===== config.mk =====
export PLATFORM = sky130hd
export DESIGN_NAME = srsc_top
export DESIGN_NICKNAME = d
export VERILOG_FILES = /design/src/pkg/srsc_pkg.sv /design/src/rtl/srsc_sync.sv /design/src/rtl/srsc_dly_chan.sv /design/src/rtl/srsc_top.sv
export SDC_FILE = /design/constraint.sdc
export NUM_CORES = 1
export LEC_CHECK = 0
export BUFFER_PORTS_ARGS = -buffer_cell sky130_fd_sc_hd__buf_2
export CAP_MARGIN = 20
export CORE_MARGIN = 4
export CORE_UTILIZATION = 45
export DETAILED_ROUTE_END_ITERATION = 8
export GPL_ROUTABILITY_DRIVEN = 0
export PLACE_DENSITY_LB_ADDON = 0.15
export REMOVE_ABC_BUFFERS = 1
export SETUP_SLACK_MARGIN = 0.15
export SLEW_MARGIN = 20
export SYNTH_ARGS = -nofsm -noshare
export SYNTH_HDL_FRONTEND = slang
export SYNTH_HIERARCHICAL = 1
export SYNTH_SLANG_ARGS = --single-unit

===== constraint.sdc =====
create_clock -name core_clk_i -period 6.1 [get_ports core_clk_i]
set_clock_uncertainty 0.15 [all_clocks]
set_input_delay 0.305 -clock core_clk_i [delete_from_list [all_inputs] [get_ports core_clk_i]]
set_output_delay 0.305 -clock core_clk_i [all_outputs]
set_load 0.02 [all_outputs]

===== src/pkg/srsc_pkg.sv =====
// Constants for the service-request and status control block.
// Assumes a 20 MHz core clock and a 32-bit classic Wishbone slave port.
// Contract
// RL1 - Fault query read clears that fault register
// RL2 - Serial poll clears request bit, keeps faults
// RL3 - Request enable 0..3, query returns value
// RL4 - Enable 0 never blocks power-on request
// RL5 - Power-up enable 1 requests at switch-on
// RL6 - Power-up enable kept in non-volatile store
// RL7 - Request bit set by error, fault, power-on
// RL8 - Delay blocks regulation bits from fault logic
// RL9 - Setpoint style commands restart channel delay
// RL10 - Delay value starts at 20 ms
// RL11 - Delay 0..32 s, rounded to 4 ms
// RL12 - Delay out of range is programming error
// RL13 - Display on with 1, off with 0
// RL14 - Message twelve chars, restricted set, else error; code turns other characters into spaces
// RL15 - Error sets flag; error query clears it
// RL16 - Self-test any time, code returned
// RL17 - Calibration query returns 1 or 0
// RL18 - Power-up output state 0/1, off in CV
// RL19 - Power-up output state 2/3, off in CC
// RL20 - Model query returns identification
// RL21 - Request bit is weight 64 of poll byte
// RL22 - Any fault bit sets channel trouble flag
// RL23 - Per-channel 4 ms delay counter to zero
package srsc_pkg;
   // Register byte offsets
   localparam logic [7:0] OFS_CTRL  = 8'h00;
   localparam logic [7:0] OFS_POLL  = 8'h04;
   localparam logic [7:0] OFS_ERR   = 8'h08;
   localparam logic [7:0] OFS_TEST  = 8'h0c;
   localparam logic [7:0] OFS_INFO  = 8'h10;
   localparam logic [7:0] OFS_MODEL = 8'h14;
   localparam logic [7:0] OFS_CMD   = 8'h18;
   localparam logic [7:0] OFS_MLEN  = 8'h1c;
   localparam logic [7:0] OFS_FAULT = 8'h20;
   localparam logic [7:0] OFS_MASK  = 8'h30;
   localparam logic [7:0] OFS_DLY   = 8'h40;
   localparam logic [7:0] OFS_MSG   = 8'h50;
   // Control register fields
   localparam int CTRL_SRQ_LSB = 0;
   localparam int CTRL_PON     = 2;
   localparam int CTRL_DISP    = 3;
   localparam int CTRL_PUS_LSB = 4;
   // Command register fields
   localparam int CMD_CLR      = 4;
   // Serial poll bit positions
   localparam int POLL_RDY = 4;
   localparam int POLL_ERR = 5;
   localparam int POLL_RQS = 6;
   localparam int POLL_PON = 7;
   // Status bits that the reprogramming delay hides
   localparam logic [7:0] STAT_GATED = 8'h47;
   // Error and test codes
   localparam logic [4:0] EC_NONE  = 5'h00;
   localparam logic [4:0] EC_RANGE = 5'h05;
   localparam logic [4:0] EC_LEN   = 5'h07;
   localparam logic [4:0] EC_HW    = 5'h0a;
   localparam logic [4:0] TC_TIMER = 5'h14;
   // Delay timing
   localparam int DLY_STEP_NS   = 4_000_000;
   localparam int CLK_PERIOD_NS = 50;
   localparam int DLY_TICK_CYC  = DLY_STEP_NS / CLK_PERIOD_NS;
   localparam int DLY_INIT_MS   = 20;
   localparam int DLY_STEP_MS   = 4;
   localparam int DLY_MAX_MS    = 32_000;
   localparam int DLY_W         = 14;
   localparam logic [DLY_W-1:0] DLY_INIT =
      DLY_W'(DLY_INIT_MS / DLY_STEP_MS);
   localparam logic [15:0] DLY_MAX = 16'(DLY_MAX_MS);
   // Message
   localparam int MSG_CHARS = 12;
   localparam logic [7:0] CH_SPACE = 8'h20;
   // Power-up output state values
   localparam logic [1:0] PUS_ON_CV  = 2'h1;
   localparam logic [1:0] PUS_ON_CC  = 2'h2;
   localparam logic [1:0] PUS_OFF_CC = 2'h3;
   localparam logic [1:0] PUS_RESET  = 2'h0;
endpackage


===== src/rtl/srsc_sync.sv =====
// Two-stage synchroniser for a bundle of independent level inputs.
// Assumes each bit is a slow level; no bus coherence is implied.
`timescale 1ns/1ps
module srsc_sync #(
   parameter int W = 1
) (
   // Clock and reset
   input  wire logic         core_clk_i,
   input  wire logic         reset_n_i,
   // Levels
   input  wire logic [W-1:0] async_i,
   output logic      [W-1:0] sync_o
);
   logic [W-1:0] meta_q;

   always_ff @(posedge core_clk_i or negedge reset_n_i) begin
      if (!reset_n_i) begin
         meta_q <= '0;
         sync_o <= '0;
      end else begin
         meta_q <= async_i;
         sync_o <= meta_q;
      end
   end
endmodule


===== src/rtl/srsc_dly_chan.sv =====
// One channel's reprogramming delay counter in 4 ms units.
// Assumes tick_i is a single-cycle pulse once per delay step.
`timescale 1ns/1ps
module srsc_dly_chan
   import srsc_pkg::*;
(
   // Clock and reset
   input  wire logic             core_clk_i,
   input  wire logic             reset_n_i,
   // Control
   input  wire logic             tick_i,
   input  wire logic             restart_i,
   input  wire logic [DLY_W-1:0] reload_i,
   // State
   output logic                  busy_o
);
   logic [DLY_W-1:0] cnt_q;

   always_ff @(posedge core_clk_i or negedge reset_n_i) begin
      if (!reset_n_i) begin
         cnt_q <= '0;
      end else if (restart_i) begin
         cnt_q <= reload_i; // [RL9] [RL23]
      end else if (tick_i && cnt_q != '0) begin
         cnt_q <= cnt_q - DLY_W'(1); // [RL23]
      end
   end

   assign busy_o = (cnt_q != '0);
endmodule


===== src/rtl/srsc_top.sv =====
// Service-request, status and front-panel control behind Wishbone.
// Assumes channel status, power-fail, calibration and hardware-error
// pins are asynchronous; the non-volatile power-up bit is a strap.
`timescale 1ns/1ps
module srsc_top
   import srsc_pkg::*;
#(
   parameter int          NCH       = 4,
   parameter int          TICK_CYC  = DLY_TICK_CYC,
   parameter logic [31:0] MODEL_ID  = 32'h0000_1234 // Arbitrary value
) (
   // Clock and reset
   input  wire logic             core_clk_i,
   input  wire logic             reset_n_i,
   // Wishbone slave
   input  wire logic             wb_cyc_i,
   input  wire logic             wb_stb_i,
   input  wire logic             wb_we_i,
   input  wire logic [7:0]       wb_adr_i,
   input  wire logic [3:0]       wb_sel_i,
   input  wire logic [31:0]      wb_dat_i,
   output logic      [31:0]      wb_dat_o,
   output logic                  wb_ack_o,
   // Channel status pins, eight bits per channel
   input  wire logic [8*NCH-1:0] status_i,
   output logic      [8*NCH-1:0] ocp_status_o,
   // Supply and strap pins
   input  wire logic             power_fail_i,
   input  wire logic             nv_pon_i,
   input  wire logic             cal_mode_i,
   input  wire logic             hw_err_i,
   // Non-volatile store write
   output logic                  nv_wr_o,
   output logic                  nv_data_o,
   // Request and panel
   output logic                  srq_o,
   output logic                  err_led_o,
   output logic                  disp_on_o,
   output logic [8*MSG_CHARS-1:0] disp_msg_o,
   output logic                  out_en_o,
   output logic                  off_cc_o
);
   localparam int TW = $clog2(TICK_CYC + 1);
   // Keeps only upper-case letters, digits and space
   function automatic logic [7:0] filt_char(input logic [7:0] c);
      if ((c >= 8'h41 && c <= 8'h5a) || (c >= 8'h30 && c <= 8'h39))
         filt_char = c;
      else
         filt_char = CH_SPACE;
   endfunction
   // Rounds milliseconds to the nearest 4 ms step
   function automatic logic [DLY_W-1:0] ms_to_steps(input logic [15:0] ms);
      logic [16:0] sum;
      sum = {1'b0, ms} + 17'(DLY_STEP_MS / 2);
      ms_to_steps = sum[DLY_W+1:2];
   endfunction
   // Synchronised pins
   logic [8*NCH-1:0] stat_s;
   logic             pfail_s;
   logic             cal_s;
   logic             hwerr_s;
   srsc_sync #(.W(8*NCH + 3)) u_sync (
      .core_clk_i (core_clk_i),
      .reset_n_i  (reset_n_i),
      .async_i    ({status_i, power_fail_i, cal_mode_i, hw_err_i}),
      .sync_o     ({stat_s, pfail_s, cal_s, hwerr_s})
   );
   // Bus access decode: effects happen on the acknowledging edge
   logic       req;
   logic       acc;
   logic       wr;
   logic       rd;
   logic [7:0] adr;
   logic       full;
   assign req  = wb_cyc_i & wb_stb_i;
   assign acc  = req & wb_ack_o;
   assign wr   = acc & wb_we_i;
   assign rd   = acc & ~wb_we_i;
   assign adr  = {wb_adr_i[7:2], 2'b00};
   assign full = &wb_sel_i;
   function automatic logic hit(input logic [7:0] a, input logic [7:0] b,
                                input int n);
      hit = (a >= b) && (a < b + 8'(4 * n));
   endfunction
   logic [1:0] chf;
   assign chf = adr[3:2];
   // Control state
   logic [1:0] srq_en_q;
   logic       pon_en_q;
   logic       pon_load_q;
   logic [1:0] pus_q;
   logic       pon_bit_q;
   logic       pfail_d_q;
   always_ff @(posedge core_clk_i or negedge reset_n_i) begin
      if (!reset_n_i) begin
         srq_en_q <= 2'h0;
         pus_q    <= PUS_RESET;
         disp_on_o <= 1'b1;
      end else if (wr && adr == OFS_CTRL && wb_sel_i[0]) begin
         srq_en_q  <= wb_dat_i[CTRL_SRQ_LSB +: 2]; // [RL3]
         disp_on_o <= wb_dat_i[CTRL_DISP]; // [RL13]
         pus_q     <= wb_dat_i[CTRL_PUS_LSB +: 2];
      end
   end
   // Power-up request enable lives in the non-volatile store
   always_ff @(posedge core_clk_i or negedge reset_n_i) begin
      if (!reset_n_i) begin
         pon_load_q <= 1'b1;
         pon_en_q   <= 1'b0;
         nv_wr_o    <= 1'b0;
         nv_data_o  <= 1'b0;
      end else begin
         pon_load_q <= 1'b0;
         nv_wr_o    <= 1'b0;
         if (pon_load_q) begin
            pon_en_q  <= nv_pon_i; // [RL6]
            nv_data_o <= nv_pon_i;
         end else if (wr && adr == OFS_CTRL && wb_sel_i[0]) begin
            pon_en_q  <= wb_dat_i[CTRL_PON];
            nv_data_o <= wb_dat_i[CTRL_PON]; // [RL6]
            nv_wr_o   <= 1'b1;
         end
      end
   end
   // Power-on event: after reset release and when the power-fail pin clears
   logic pon_evt;
   logic pon_first_q;
   always_ff @(posedge core_clk_i or negedge reset_n_i) begin
      if (!reset_n_i) begin
         pon_first_q <= 1'b1;
         pfail_d_q   <= 1'b0;
      end else begin
         pfail_d_q <= pfail_s;
         if (!pon_load_q)
            pon_first_q <= 1'b0;
      end
   end
   assign pon_evt = (pon_first_q & ~pon_load_q) | (pfail_d_q & ~pfail_s);
   always_ff @(posedge core_clk_i or negedge reset_n_i) begin
      if (!reset_n_i)
         pon_bit_q <= 1'b0;
      else if (pon_evt)
         pon_bit_q <= 1'b1;
      else if (wr && adr == OFS_CMD && wb_dat_i[CMD_CLR])
         pon_bit_q <= 1'b0;
   end
   // Delay step tick and per-channel delay counters
   logic [TW-1:0]    presc_q;
   logic [TW-1:0]    presc_last_q;
   logic             tick;
   logic [NCH-1:0]   restart;
   logic [NCH-1:0]   dly_busy;
   logic [DLY_W-1:0] dly_q [NCH];
   assign tick = (presc_q == TW'(TICK_CYC - 1));
   always_ff @(posedge core_clk_i or negedge reset_n_i) begin
      if (!reset_n_i) begin
         presc_q      <= '0;
         presc_last_q <= '0;
      end else begin
         presc_q      <= tick ? '0 : presc_q + TW'(1);
         presc_last_q <= presc_q;
      end
   end
   // Command write restarts the delay of each channel whose bit is set
   assign restart = (wr && adr == OFS_CMD) ? wb_dat_i[NCH-1:0] : '0;
   // Delay setting writes in milliseconds
   logic dly_wr;
   logic dly_bad;
   assign dly_wr  = wr && hit(adr, OFS_DLY, NCH) && full;
   assign dly_bad = dly_wr && (wb_dat_i[31:16] != 16'h0 ||
                               wb_dat_i[15:0] > DLY_MAX); // [RL12]
   // Message writes
   logic msg_wr;
   logic len_wr;
   logic len_bad;
   assign msg_wr  = wr && hit(adr, OFS_MSG, MSG_CHARS / 4) && full;
   assign len_wr  = wr && adr == OFS_MLEN;
   assign len_bad = len_wr && (wb_dat_i > 32'(MSG_CHARS)); // [RL14]

   always_ff @(posedge core_clk_i or negedge reset_n_i) begin
      if (!reset_n_i) begin
         disp_msg_o <= {MSG_CHARS{CH_SPACE}};
      end else if (msg_wr) begin
         for (int b = 0; b < 4; b++)
            disp_msg_o[32*chf + 8*b +: 8] <=
               filt_char(wb_dat_i[8*b +: 8]); // [RL14]
      end
   end
   // Error flag with its code
   logic       hwerr_d_q;
   logic       err_evt;
   logic [4:0] err_code;
   logic [4:0] err_code_q;

   always_comb begin
      err_evt  = 1'b1;
      err_code = EC_NONE;
      if (dly_bad)
         err_code = EC_RANGE;
      else if (len_bad)
         err_code = EC_LEN;
      else if (hwerr_s & ~hwerr_d_q)
         err_code = EC_HW;
      else
         err_evt = 1'b0;
   end

   always_ff @(posedge core_clk_i or negedge reset_n_i) begin
      if (!reset_n_i) begin
         hwerr_d_q  <= 1'b0;
         err_led_o  <= 1'b0;
         err_code_q <= EC_NONE;
      end else begin
         hwerr_d_q <= hwerr_s;
         if (err_evt) begin
            err_led_o  <= 1'b1; // [RL15]
            err_code_q <= err_code;
         end else if (rd && adr == OFS_ERR) begin
            err_led_o  <= 1'b0; // [RL15]
            err_code_q <= EC_NONE;
         end
      end
   end
   // Per-channel delay, mask and fault registers
   logic [7:0]     mask_q  [NCH];
   logic [7:0]     fault_q [NCH];
   logic [7:0]     live_q  [NCH];
   logic [NCH-1:0] trouble;
   logic [NCH-1:0] new_fault;
   for (genvar c = 0; c < NCH; c++) begin : g_ch
      logic [7:0] eff;
      logic [7:0] live;
      logic [7:0] rise;
      logic       sel;
      assign sel  = (chf == 2'(c));
      // Regulation bits are held back while the delay runs
      assign eff  = dly_busy[c] ? (stat_s[8*c +: 8] & ~STAT_GATED)
                                : stat_s[8*c +: 8]; // [RL8]
      assign live = eff & mask_q[c];
      assign rise = live & ~live_q[c];
      assign new_fault[c] = |rise;
      assign trouble[c]   = |fault_q[c]; // [RL22]
      srsc_dly_chan u_dly (
         .core_clk_i (core_clk_i),
         .reset_n_i  (reset_n_i),
         .tick_i     (tick),
         .restart_i  (restart[c]),
         .reload_i   (dly_q[c]),
         .busy_o     (dly_busy[c])
      );

      always_ff @(posedge core_clk_i or negedge reset_n_i) begin
         if (!reset_n_i)
            dly_q[c] <= DLY_INIT; // [RL10]
         else if (dly_wr && !dly_bad && sel)
            dly_q[c] <= ms_to_steps(wb_dat_i[15:0]); // [RL11]
      end

      always_ff @(posedge core_clk_i or negedge reset_n_i) begin
         if (!reset_n_i)
            mask_q[c] <= 8'h00;
         else if (wr && hit(adr, OFS_MASK, NCH) && sel && wb_sel_i[0])
            mask_q[c] <= wb_dat_i[7:0];
      end

      always_ff @(posedge core_clk_i or negedge reset_n_i) begin
         if (!reset_n_i)
            ocp_status_o[8*c +: 8] <= 8'h00;
         else
            ocp_status_o[8*c +: 8] <= eff; // [RL8]
      end
      // A new fault wins over the clearing read in the same cycle
      always_ff @(posedge core_clk_i or negedge reset_n_i) begin
         if (!reset_n_i) begin
            live_q[c]  <= 8'h00;
            fault_q[c] <= 8'h00;
         end else begin
            live_q[c] <= live;
            if (rd && hit(adr, OFS_FAULT, NCH) && sel)
               fault_q[c] <= rise; // [RL1]
            else
               fault_q[c] <= fault_q[c] | rise;
         end
      end
   end
   // Request-service bit
   logic poll_rd;
   logic rqs_set;
   assign poll_rd = rd && adr == OFS_POLL;
   assign rqs_set = (err_evt && srq_en_q[1]) ||
                    (|new_fault && srq_en_q[0]) || // [RL7]
                    (pon_evt && pon_en_q); // [RL4] [RL5]
   always_ff @(posedge core_clk_i or negedge reset_n_i) begin
      if (!reset_n_i)
         srq_o <= 1'b0;
      else if (rqs_set)
         srq_o <= 1'b1; // [RL7]
      else if (poll_rd)
         srq_o <= 1'b0; // [RL2]
   end
   // Output state applied once at power-on
   always_ff @(posedge core_clk_i or negedge reset_n_i) begin
      if (!reset_n_i) begin
         out_en_o <= 1'b0;
         off_cc_o <= 1'b0;
      end else if (pon_evt) begin
         out_en_o <= (pus_q == PUS_ON_CV) || (pus_q == PUS_ON_CC); // [RL18]
         off_cc_o <= (pus_q == PUS_ON_CC) ||
                     (pus_q == PUS_OFF_CC); // [RL19]
      end
   end
   // Read mux
   logic [7:0]  poll;
   logic [31:0] rdata;
   always_comb begin
      poll           = 8'h00;
      poll[NCH-1:0]  = trouble;
      poll[POLL_RDY] = 1'b1;
      poll[POLL_ERR] = err_led_o;
      poll[POLL_RQS] = srq_o; // [RL21]
      poll[POLL_PON] = pon_bit_q;
   end

   always_comb begin
      rdata = 32'h0;
      if (adr == OFS_CTRL) begin
         rdata[CTRL_SRQ_LSB +: 2] = srq_en_q; // [RL3]
         rdata[CTRL_PON]          = pon_en_q;
         rdata[CTRL_DISP]         = disp_on_o;
         rdata[CTRL_PUS_LSB +: 2] = pus_q;
      end else if (adr == OFS_POLL) begin
         rdata[7:0] = poll;
      end else if (adr == OFS_ERR) begin
         rdata[4:0] = err_code_q;
      end else if (adr == OFS_TEST) begin
         // Prescaler must move every cycle; a stuck timer fails
         rdata[4:0] = (presc_q != presc_last_q) ? EC_NONE
                                                : TC_TIMER; // [RL16]
      end else if (adr == OFS_INFO) begin
         rdata[0] = cal_s; // [RL17]
         rdata[NCH:1] = dly_busy;
      end else if (adr == OFS_MODEL) begin
         rdata = MODEL_ID; // [RL20]
      end else if (hit(adr, OFS_FAULT, NCH)) begin
         rdata[7:0] = fault_q[chf];
      end else if (hit(adr, OFS_MASK, NCH)) begin
         rdata[7:0] = mask_q[chf];
      end else if (hit(adr, OFS_DLY, NCH)) begin
         rdata[15:0] = 16'({dly_q[chf], 2'b00});
      end else if (hit(adr, OFS_MSG, MSG_CHARS / 4)) begin
         rdata = disp_msg_o[32*chf +: 32];
      end
   end
   // Ack one cycle after the request, data with it
   always_ff @(posedge core_clk_i or negedge reset_n_i) begin
      if (!reset_n_i) begin
         wb_ack_o <= 1'b0;
         wb_dat_o <= 32'h0;
      end else begin
         wb_ack_o <= req & ~wb_ack_o;
         if (req & ~wb_ack_o & ~wb_we_i)
            wb_dat_o <= rdata;
      end
   end
endmodule


==> flow_summary.json, run 1 <==
{
  "slowest_stage": "nand4_1",
  "setup_viol": 0,
  "core_sq_um": 46900,
  "synthCells": 1873,
  "ys_ff_latch": 492,
  "die_h_um": 226,
  "maxCapViolCount": 0,
  "grt_usage_pct": 24.9,
  "drv_slew": 0,
  "grt_setup_unrepaired": "false",
  "hold_violations": 0,
  "p_leak_uw": 0.0123,
  "io_buffers": 250,
  "syn_area_sq_um": 21500,
  "synth_edf_count": 0,
  "met1_length_um": 28800,
  "grt_max_degree": 139,
  "synth_top_cell_by_area": "dfrtp_1",
  "arrival_ns": 3.95,
  "setup_tns_ns": 0,
  "wirelength_um": 63900,
  "avgSynthCellArea_sq_um": 11.5,
  "multi_input_area_sq_um": 8660,
  "clk_pin_slew_worst_paths_ns": 0.07,
  "start_kind": "register",
  "drt_pass1_iterations": 5,
  "ff2ff_path_depth": 10,
  "tightest_slew_ns": 0.961,
  "cp_cell_sequence": "inv_1, ha_1, nor3b_1, nand4_1, and3b_1, nor2b_1, nor4_1, and4_1, nand4_1, a221o_1",
  "critical_path.max_stage_delay_ns": 0.80,
  "rows": 79,
  "synth.top_cells.by_area": "dfrtp_1, nand2_1, mux4_2, a22o_1, dfstp_2",
  "nNetsFinal": 2272,
  "wl_met2_um": 28700,
  "wire_per_inst_um": 22.6,
  "detail-route-antenna-nets": 0,
  "synth_top_flop_cell": "dfrtp_1",
  "power_density_nw_per_um2": 277,
  "cts_root_buf": "clkbuf_16",
  "netlist.area_leader.share_pct": 54.6,
  "yosysWarnings": 6,
  "cts_tree": "yes",
  "cts_sinks": 492,
  "crit_path_end_kind": "register",
  "dieArea_sq_um": 51300,
  "gr-total-overflow": 0,
  "max-slew-margin-rel_pct": 35.9,
  "critPathMaxFanout": 14,
  "place.detailed.hpwl_um": 45400,
  "min_path_cells": 2,
  "route.met3.wl_um": 4620,
  "seq_area_frac_synth_pct": 57.4,
  "grt_pass1_wl_um": 98600,
  "vdd.ir_drop.worst_mv": 0.206,
  "vias": 16300,
  "grt_pass1_vias": 16200,
  "drt_iter0_drc": 1282,
  "drive_above_1_share_pct": 22.7,
  "yosysUniqueCellTypes": 75,
  "post-cts-setup-buffers": 0,
  "fin_crit_sh_pct": 57.9,
  "antenna_found_initial": 4,
  "numCtsBuffers": 53,
  "die_w_um": 226,
  "seqCellArea_sq_um": 12300,
  "syn2layout_area_growth_pct": 20.3,
  "fin_util_pct": 55.2,
  "hold_path_class": "in2reg",
  "highest_layer": "met5",
  "cp_common_cell": "nand4_1",
  "design.portCount": 253,
  "fillerInstances": 4000,
  "cts_buffer_depth": 3,
  "drc": 0,
  "min_period_ns": 3.53,
  "initial_utilization_pct": 45.8,
  "critPathKind": "reg2reg",
  "via_per_inst": 5.77,
  "async_reset_ff_share_pct": 100,
  "outcome": "complete, no violations",
  "htree_levels": 2,
  "cts_resized": 0,
  "cp.required_ns": 6.52,
  "clk_latency_ns": 0.62,
  "fmax_mhz": 283
}
cell usage after synthesis, types with 15 or more instances:
cell type / n
dfrtp_1: 469
nand2_1: 225
o21ai_0: 117
nor2_1: 107
a22o_1: 74
clkbuf_1: 65
mux2i_1: 52
mux2_2: 48
nor2b_1: 48
a21oi_1: 46
inv_1: 42
nand3_1: 40
and2_1: 39
nor3_1: 38
a21o_1: 34
mux4_2: 30
xnor2_1: 28
nor4_1: 25
dfstp_2: 23
nand4_1: 23
xor2_1: 22
and3b_1: 16
ha_1: 16
or4_1: 16
nand2b_1: 15
where the power goes:
group | switching (uW) | total (uW) | internal (uW) | leakage (uW)
Combinational | 240 | 361 | 121 | 0.00511
Sequential | 41.6 | 3360 | 3320 | 0.00627
Clock | 1370 | 3450 | 2070 | 0.000909
cell families after synthesis:
| logic type | after synthesis | synth area share [%] |
|---|---|---|
| and+or+nand+nor | 654 | 16.0 |
| buffers and inverters | 128 | 2.34 |
| other | 1 | 0.0175 |
| AOI/OAI and AO/OA | 402 | 13.1 |
| adders and majority gates | 16 | 0.932 |
| muxes | 130 | 8.08 |
| xor gates and xnor gates | 50 | 2.04 |
| DFF | 492 | 57.4 |
metal layers:
| layer | track usage [%] | vias up |
|---|---|---|
| met3 | 4.71 | 118 |
| li1 | - | 7360 |
| met5 | 0 | - |
| met4 | 6.46 | 4 |
| met1 | 36.2 | 8196 |
| met2 | 38.7 | 601 |
placed cells by master, fill, tap and decap left out, types with 12 or more instances in the layout:
cell and count:
inv_1 42, mux2i_1 52, or4_1 16, o31ai_1 12, o21ai_1 12, dfrtp_1 469, ha_1 16, mux2_2 48
a2bb2oi_1 12, dlygate4sd3_1 62, nor2_1 106, xor2_1 22, and3_1 13, nand2_1 224, nand4_1 23, a21o_1 34
mux4_2 30, a22o_1 74, and3b_1 16, o21ai_0 117, buf_4 17, clkbuf_16 53, nor2b_1 47, xnor2_1 28
nand3_1 40, dfstp_2 23, nor3_1 37, and2_1 39, buf_2 247, a21oi_1 46, nor4_1 25, a31oi_1 13
nand2b_1 15
through the flow:
| stage | std cells | hold slack, ns | worst slack [ns] | power (uW) | area [sq um] |
|---|---|---|---|---|---|
| final | 2822 | 0.0415 | 2.57 | 7170 | 25800 |
| after floorplan | 1787 | -0.141 | 2.86 | 3520 | 21100 |
| after global placement | 2661 | 0.182 | 2.29 | 3740 | 23300 |
| after global routing | 2821 | 0.0155 | 2.31 | 7410 | 25800 |
| after detailed placement | 2661 | 0.185 | 2.21 | 3750 | 23300 |
| after CTS | 2820 | 0.0119 | 2.58 | 7240 | 25800 |
state kept, by name, indices dropped and copies added, names as in the netlist, 3 cells and up:
signal,count
fault_q,32
presc_last_q,17
g_ch.u_dly/cnt_q,56
err_code_q,3
presc_q,17
dly_q,56
wb_dat_o,32
mask_q,32
disp_msg_o,96
u_sync/sync_o,35
live_q,32
u_sync/meta_q,35
ocp_status_o,32
final cells by class:
cell class,instances,area share [%]
sequential,492,47.8
multi-input combinational,1253,33.5
timing repair buffer,329,7.89
clock buffer,69,5.64
tap,607,2.94
clock inverter,28,1.65
inverter,42,0.610
antenna,2,0.0194
worst paths after layout:
kind | start | endpoint | slack, ns
min | wb_dat_i[5] | mask_q[29]$_DFFE_PN0P_ | 0.04
min in group asynchronous | reset_n_i | u_sync/sync_o[30]$_DFF_PN0_ | 0.15
max | g_ch[1].u_dly/cnt_q[1]$_DFFE_PN0P_ | srq_o$_DFFE_PN0P_ | 2.57
max reg2reg | g_ch[1].u_dly/cnt_q[1]$_DFFE_PN0P_ | srq_o$_DFFE_PN0P_ | 2.57
min reg2reg | u_sync/meta_q[31]$_DFF_PN0_ | u_sync/sync_o[31]$_DFF_PN0_ | 0.19
max in group asynchronous | reset_n_i | presc_q[0]$_DFF_PN0_ | 4.12
critical path: cells and delay by family, from the launching register on:
| kind | cells | cell delay (ns) |
|---|---|---|
| buffers and inverters | 1 | 0.08 |
| AOI/OAI and AO/OA | 1 | 0.16 |
| and+or+nand+nor | 7 | 2.52 |
| adders and majority gates | 1 | 0.18 |
| DFF | 1 | 0.38 |
timing repair:
item                                   4_1_cts  5_1_grt
setup endpoints to repair                    0        0
endpoints found under the hold margin      184        0
hold buffers                                62        0
(Power assumes the default switching activity.)
==> run 2, diff against run 1 <==
- clock period: 6.1 -> 3 ns (I/O delays scaled with it)
==> flow_summary.json, run 2 (synthesis results as in run 1) <==
{
  "gr-usage-met3_pct": 5.94,
  "cts_sinks": 492,
  "vdd.ir_drop.worst_mv": 0.391,
  "cp.required_ns": 3.34,
  "met1_usage_pct": 37.0,
  "grtUsageMet2_pct": 40.1,
  "via_per_inst": 5.69,
  "htree_levels": 2,
  "largest_reg_flops": 96,
  "max-slew-margin-rel_pct": 41.6,
  "gr-total-overflow": 0,
  "drv_slew": 0,
  "grt_max_degree": 100,
  "cts_tree": "yes",
  "critPathKind": "reg2reg",
  "setup_viol": 0,
  "critPathMaxFanout": 8,
  "drt_iter0_drc": 1351,
  "setup_tns_ns": 0,
  "final_cell_mix": "dfrtp_1, buf_2, nand2_1",
  "min_period_ns": 2.78,
  "syn2layout_area_growth_pct": 24.7,
  "io_buffers": 250,
  "fmax_mhz": 360,
  "grt_usage_pct": 25.7,
  "initial_utilization_pct": 45.8,
  "crit_path_end_kind": "register",
  "tightest_slew_ns": 0.876,
  "regMostFlops": "disp_msg_o",
  "clk_pin_slew_worst_paths_ns": 0.06,
  "drc": 0,
  "grt_pass1_vias": 16600,
  "vias": 16700,
  "grt_pass1_wl_um": 101000,
  "arrival_ns": 3.12,
  "maxCapViolCount": 0,
  "die_w_um": 226,
  "layout_commonest_cell": "dfrtp_1",
  "wire_per_inst_um": 22.5,
  "grt-busiest-layer": "met2",
  "drive_above_1_share_pct": 25.8,
  "dieArea_sq_um": 51300,
  "hold_violations": 0,
  "die_h_um": 226,
  "place.detailed.hpwl_um": 48000,
  "start_kind": "register",
  "outcome": "complete, no violations",
  "clk_latency_ns": 0.61,
  "antenna_found_initial": 1,
  "cts_buffer_depth": 3,
  "fillerInstances": 3966,
  "detail-route-antenna-nets": 0,
  "core_sq_um": 46900,
  "numCtsBuffers": 54,
  "design.portCount": 253,
  "top_regs": "disp_msg_o x96, dly_q x56, g_ch.u_dly/cnt_q x56",
  "total_power_uw": 14200,
  "grt_setup_unrepaired": "true",
  "fin_crit_sh_pct": 92.5,
  "rows": 79,
  "nNetsFinal": 2376,
  "drt_pass1_iterations": 5,
  "power_density_nw_per_um2": 532,
  "wirelength_um": 66000,
  "hold_path_class": "in2reg",
  "p_leak_uw": 0.0128,
  "cts_root_buf": "clkbuf_16"
}
run 2: through the flow:
| stage | utilization [%] | worst slack (ns) | area [sq um] | instances | hold slack [ns] |
|---|---|---|---|---|---|
| 2_1_floorplan | - | -0.243 | 21100 | 1787 | -0.296 |
| 3_3_place_gp | 51.3 | 0.191 | 24000 | 2738 | 0.107 |
| 3_5_place_dp | 51.3 | 0.127 | 24000 | 2738 | 0.110 |
| 4_1_cts | 57.0 | 0.153 | 26700 | 2925 | 0.000375 |
| 5_1_grt | 57.1 | 0.123 | 26800 | 2928 | 0.0151 |
| 6_report | 57.2 | 0.225 | 26800 | 2929 | 0.0324 |
run 2: final timing paths:
kind	startpoint	to	slack, ns	depth (start not counted)
worst max-delay path	g_ch[3].u_dly/cnt_q[0]$_DFFE_PN0P_	srq_o$_DFFE_PN0P_	0.22	11
worst min-delay path	power_fail_i	u_sync/meta_q[2]$_DFF_PN0_	0.03	2
worst max register to register	g_ch[3].u_dly/cnt_q[0]$_DFFE_PN0P_	srq_o$_DFFE_PN0P_	0.22	11
worst min register to register	u_sync/meta_q[32]$_DFF_PN0_	u_sync/sync_o[32]$_DFF_PN0_	0.20	0
max in group asynchronous	reset_n_i	err_code_q[1]$_DFFE_PN0P_	1.64	4
min in group asynchronous	reset_n_i	u_sync/sync_o[30]$_DFF_PN0_	0.05	2
run 2: repair_timing:
item / CTS / global route
gates resized for setup: 4 / 14
hold endpoints to repair: 267 / 0
hold buffers: 86 / 0
pin swaps: 0 / 1
endpoints found under the setup margin: 8 / 34
buffers inserted: 0 / 2
run 2: cell type report:
class,instances,area (sq um),area share (%)
Sequential cell,492,12300,46.1
Multi-Input combinational cell,1253,8720,32.6
Timing Repair Buffer,432,3010,11.2
Clock buffer,75,1550,5.79
Tap cell,607,759,2.84
Clock inverter,26,233,0.869
Inverter,42,158,0.589
Antenna cell,2,5.00,0.0187
run 2: power by group:
group / internal [uW] / switching, uW / leakage, uW
combinational: 310 / 512 / 0.00570
sequential: 6750 / 88.0 / 0.00627
clock: 3810 / 2760 / 0.000870
run 2: worst max-delay path, stage by stage (launching register included):
cell     delay, ns
dfrtp_1       0.38
inv_1         0.06
ha_1          0.22
nor3b_1       0.16
nand4_1       0.15
buf_4         0.17
and3b_1       0.19
nor2b_1       0.18
nor4_2        0.32
and4_1        0.23
nand4_1       0.14
a221o_1       0.32
run 2: per-layer routing:
layer	share of wire, %	vias to the layer above
met3	7.6	81
met1	45	8398
met2	46	584
met4	2.1	0
li1	-	7605
met5	0	-
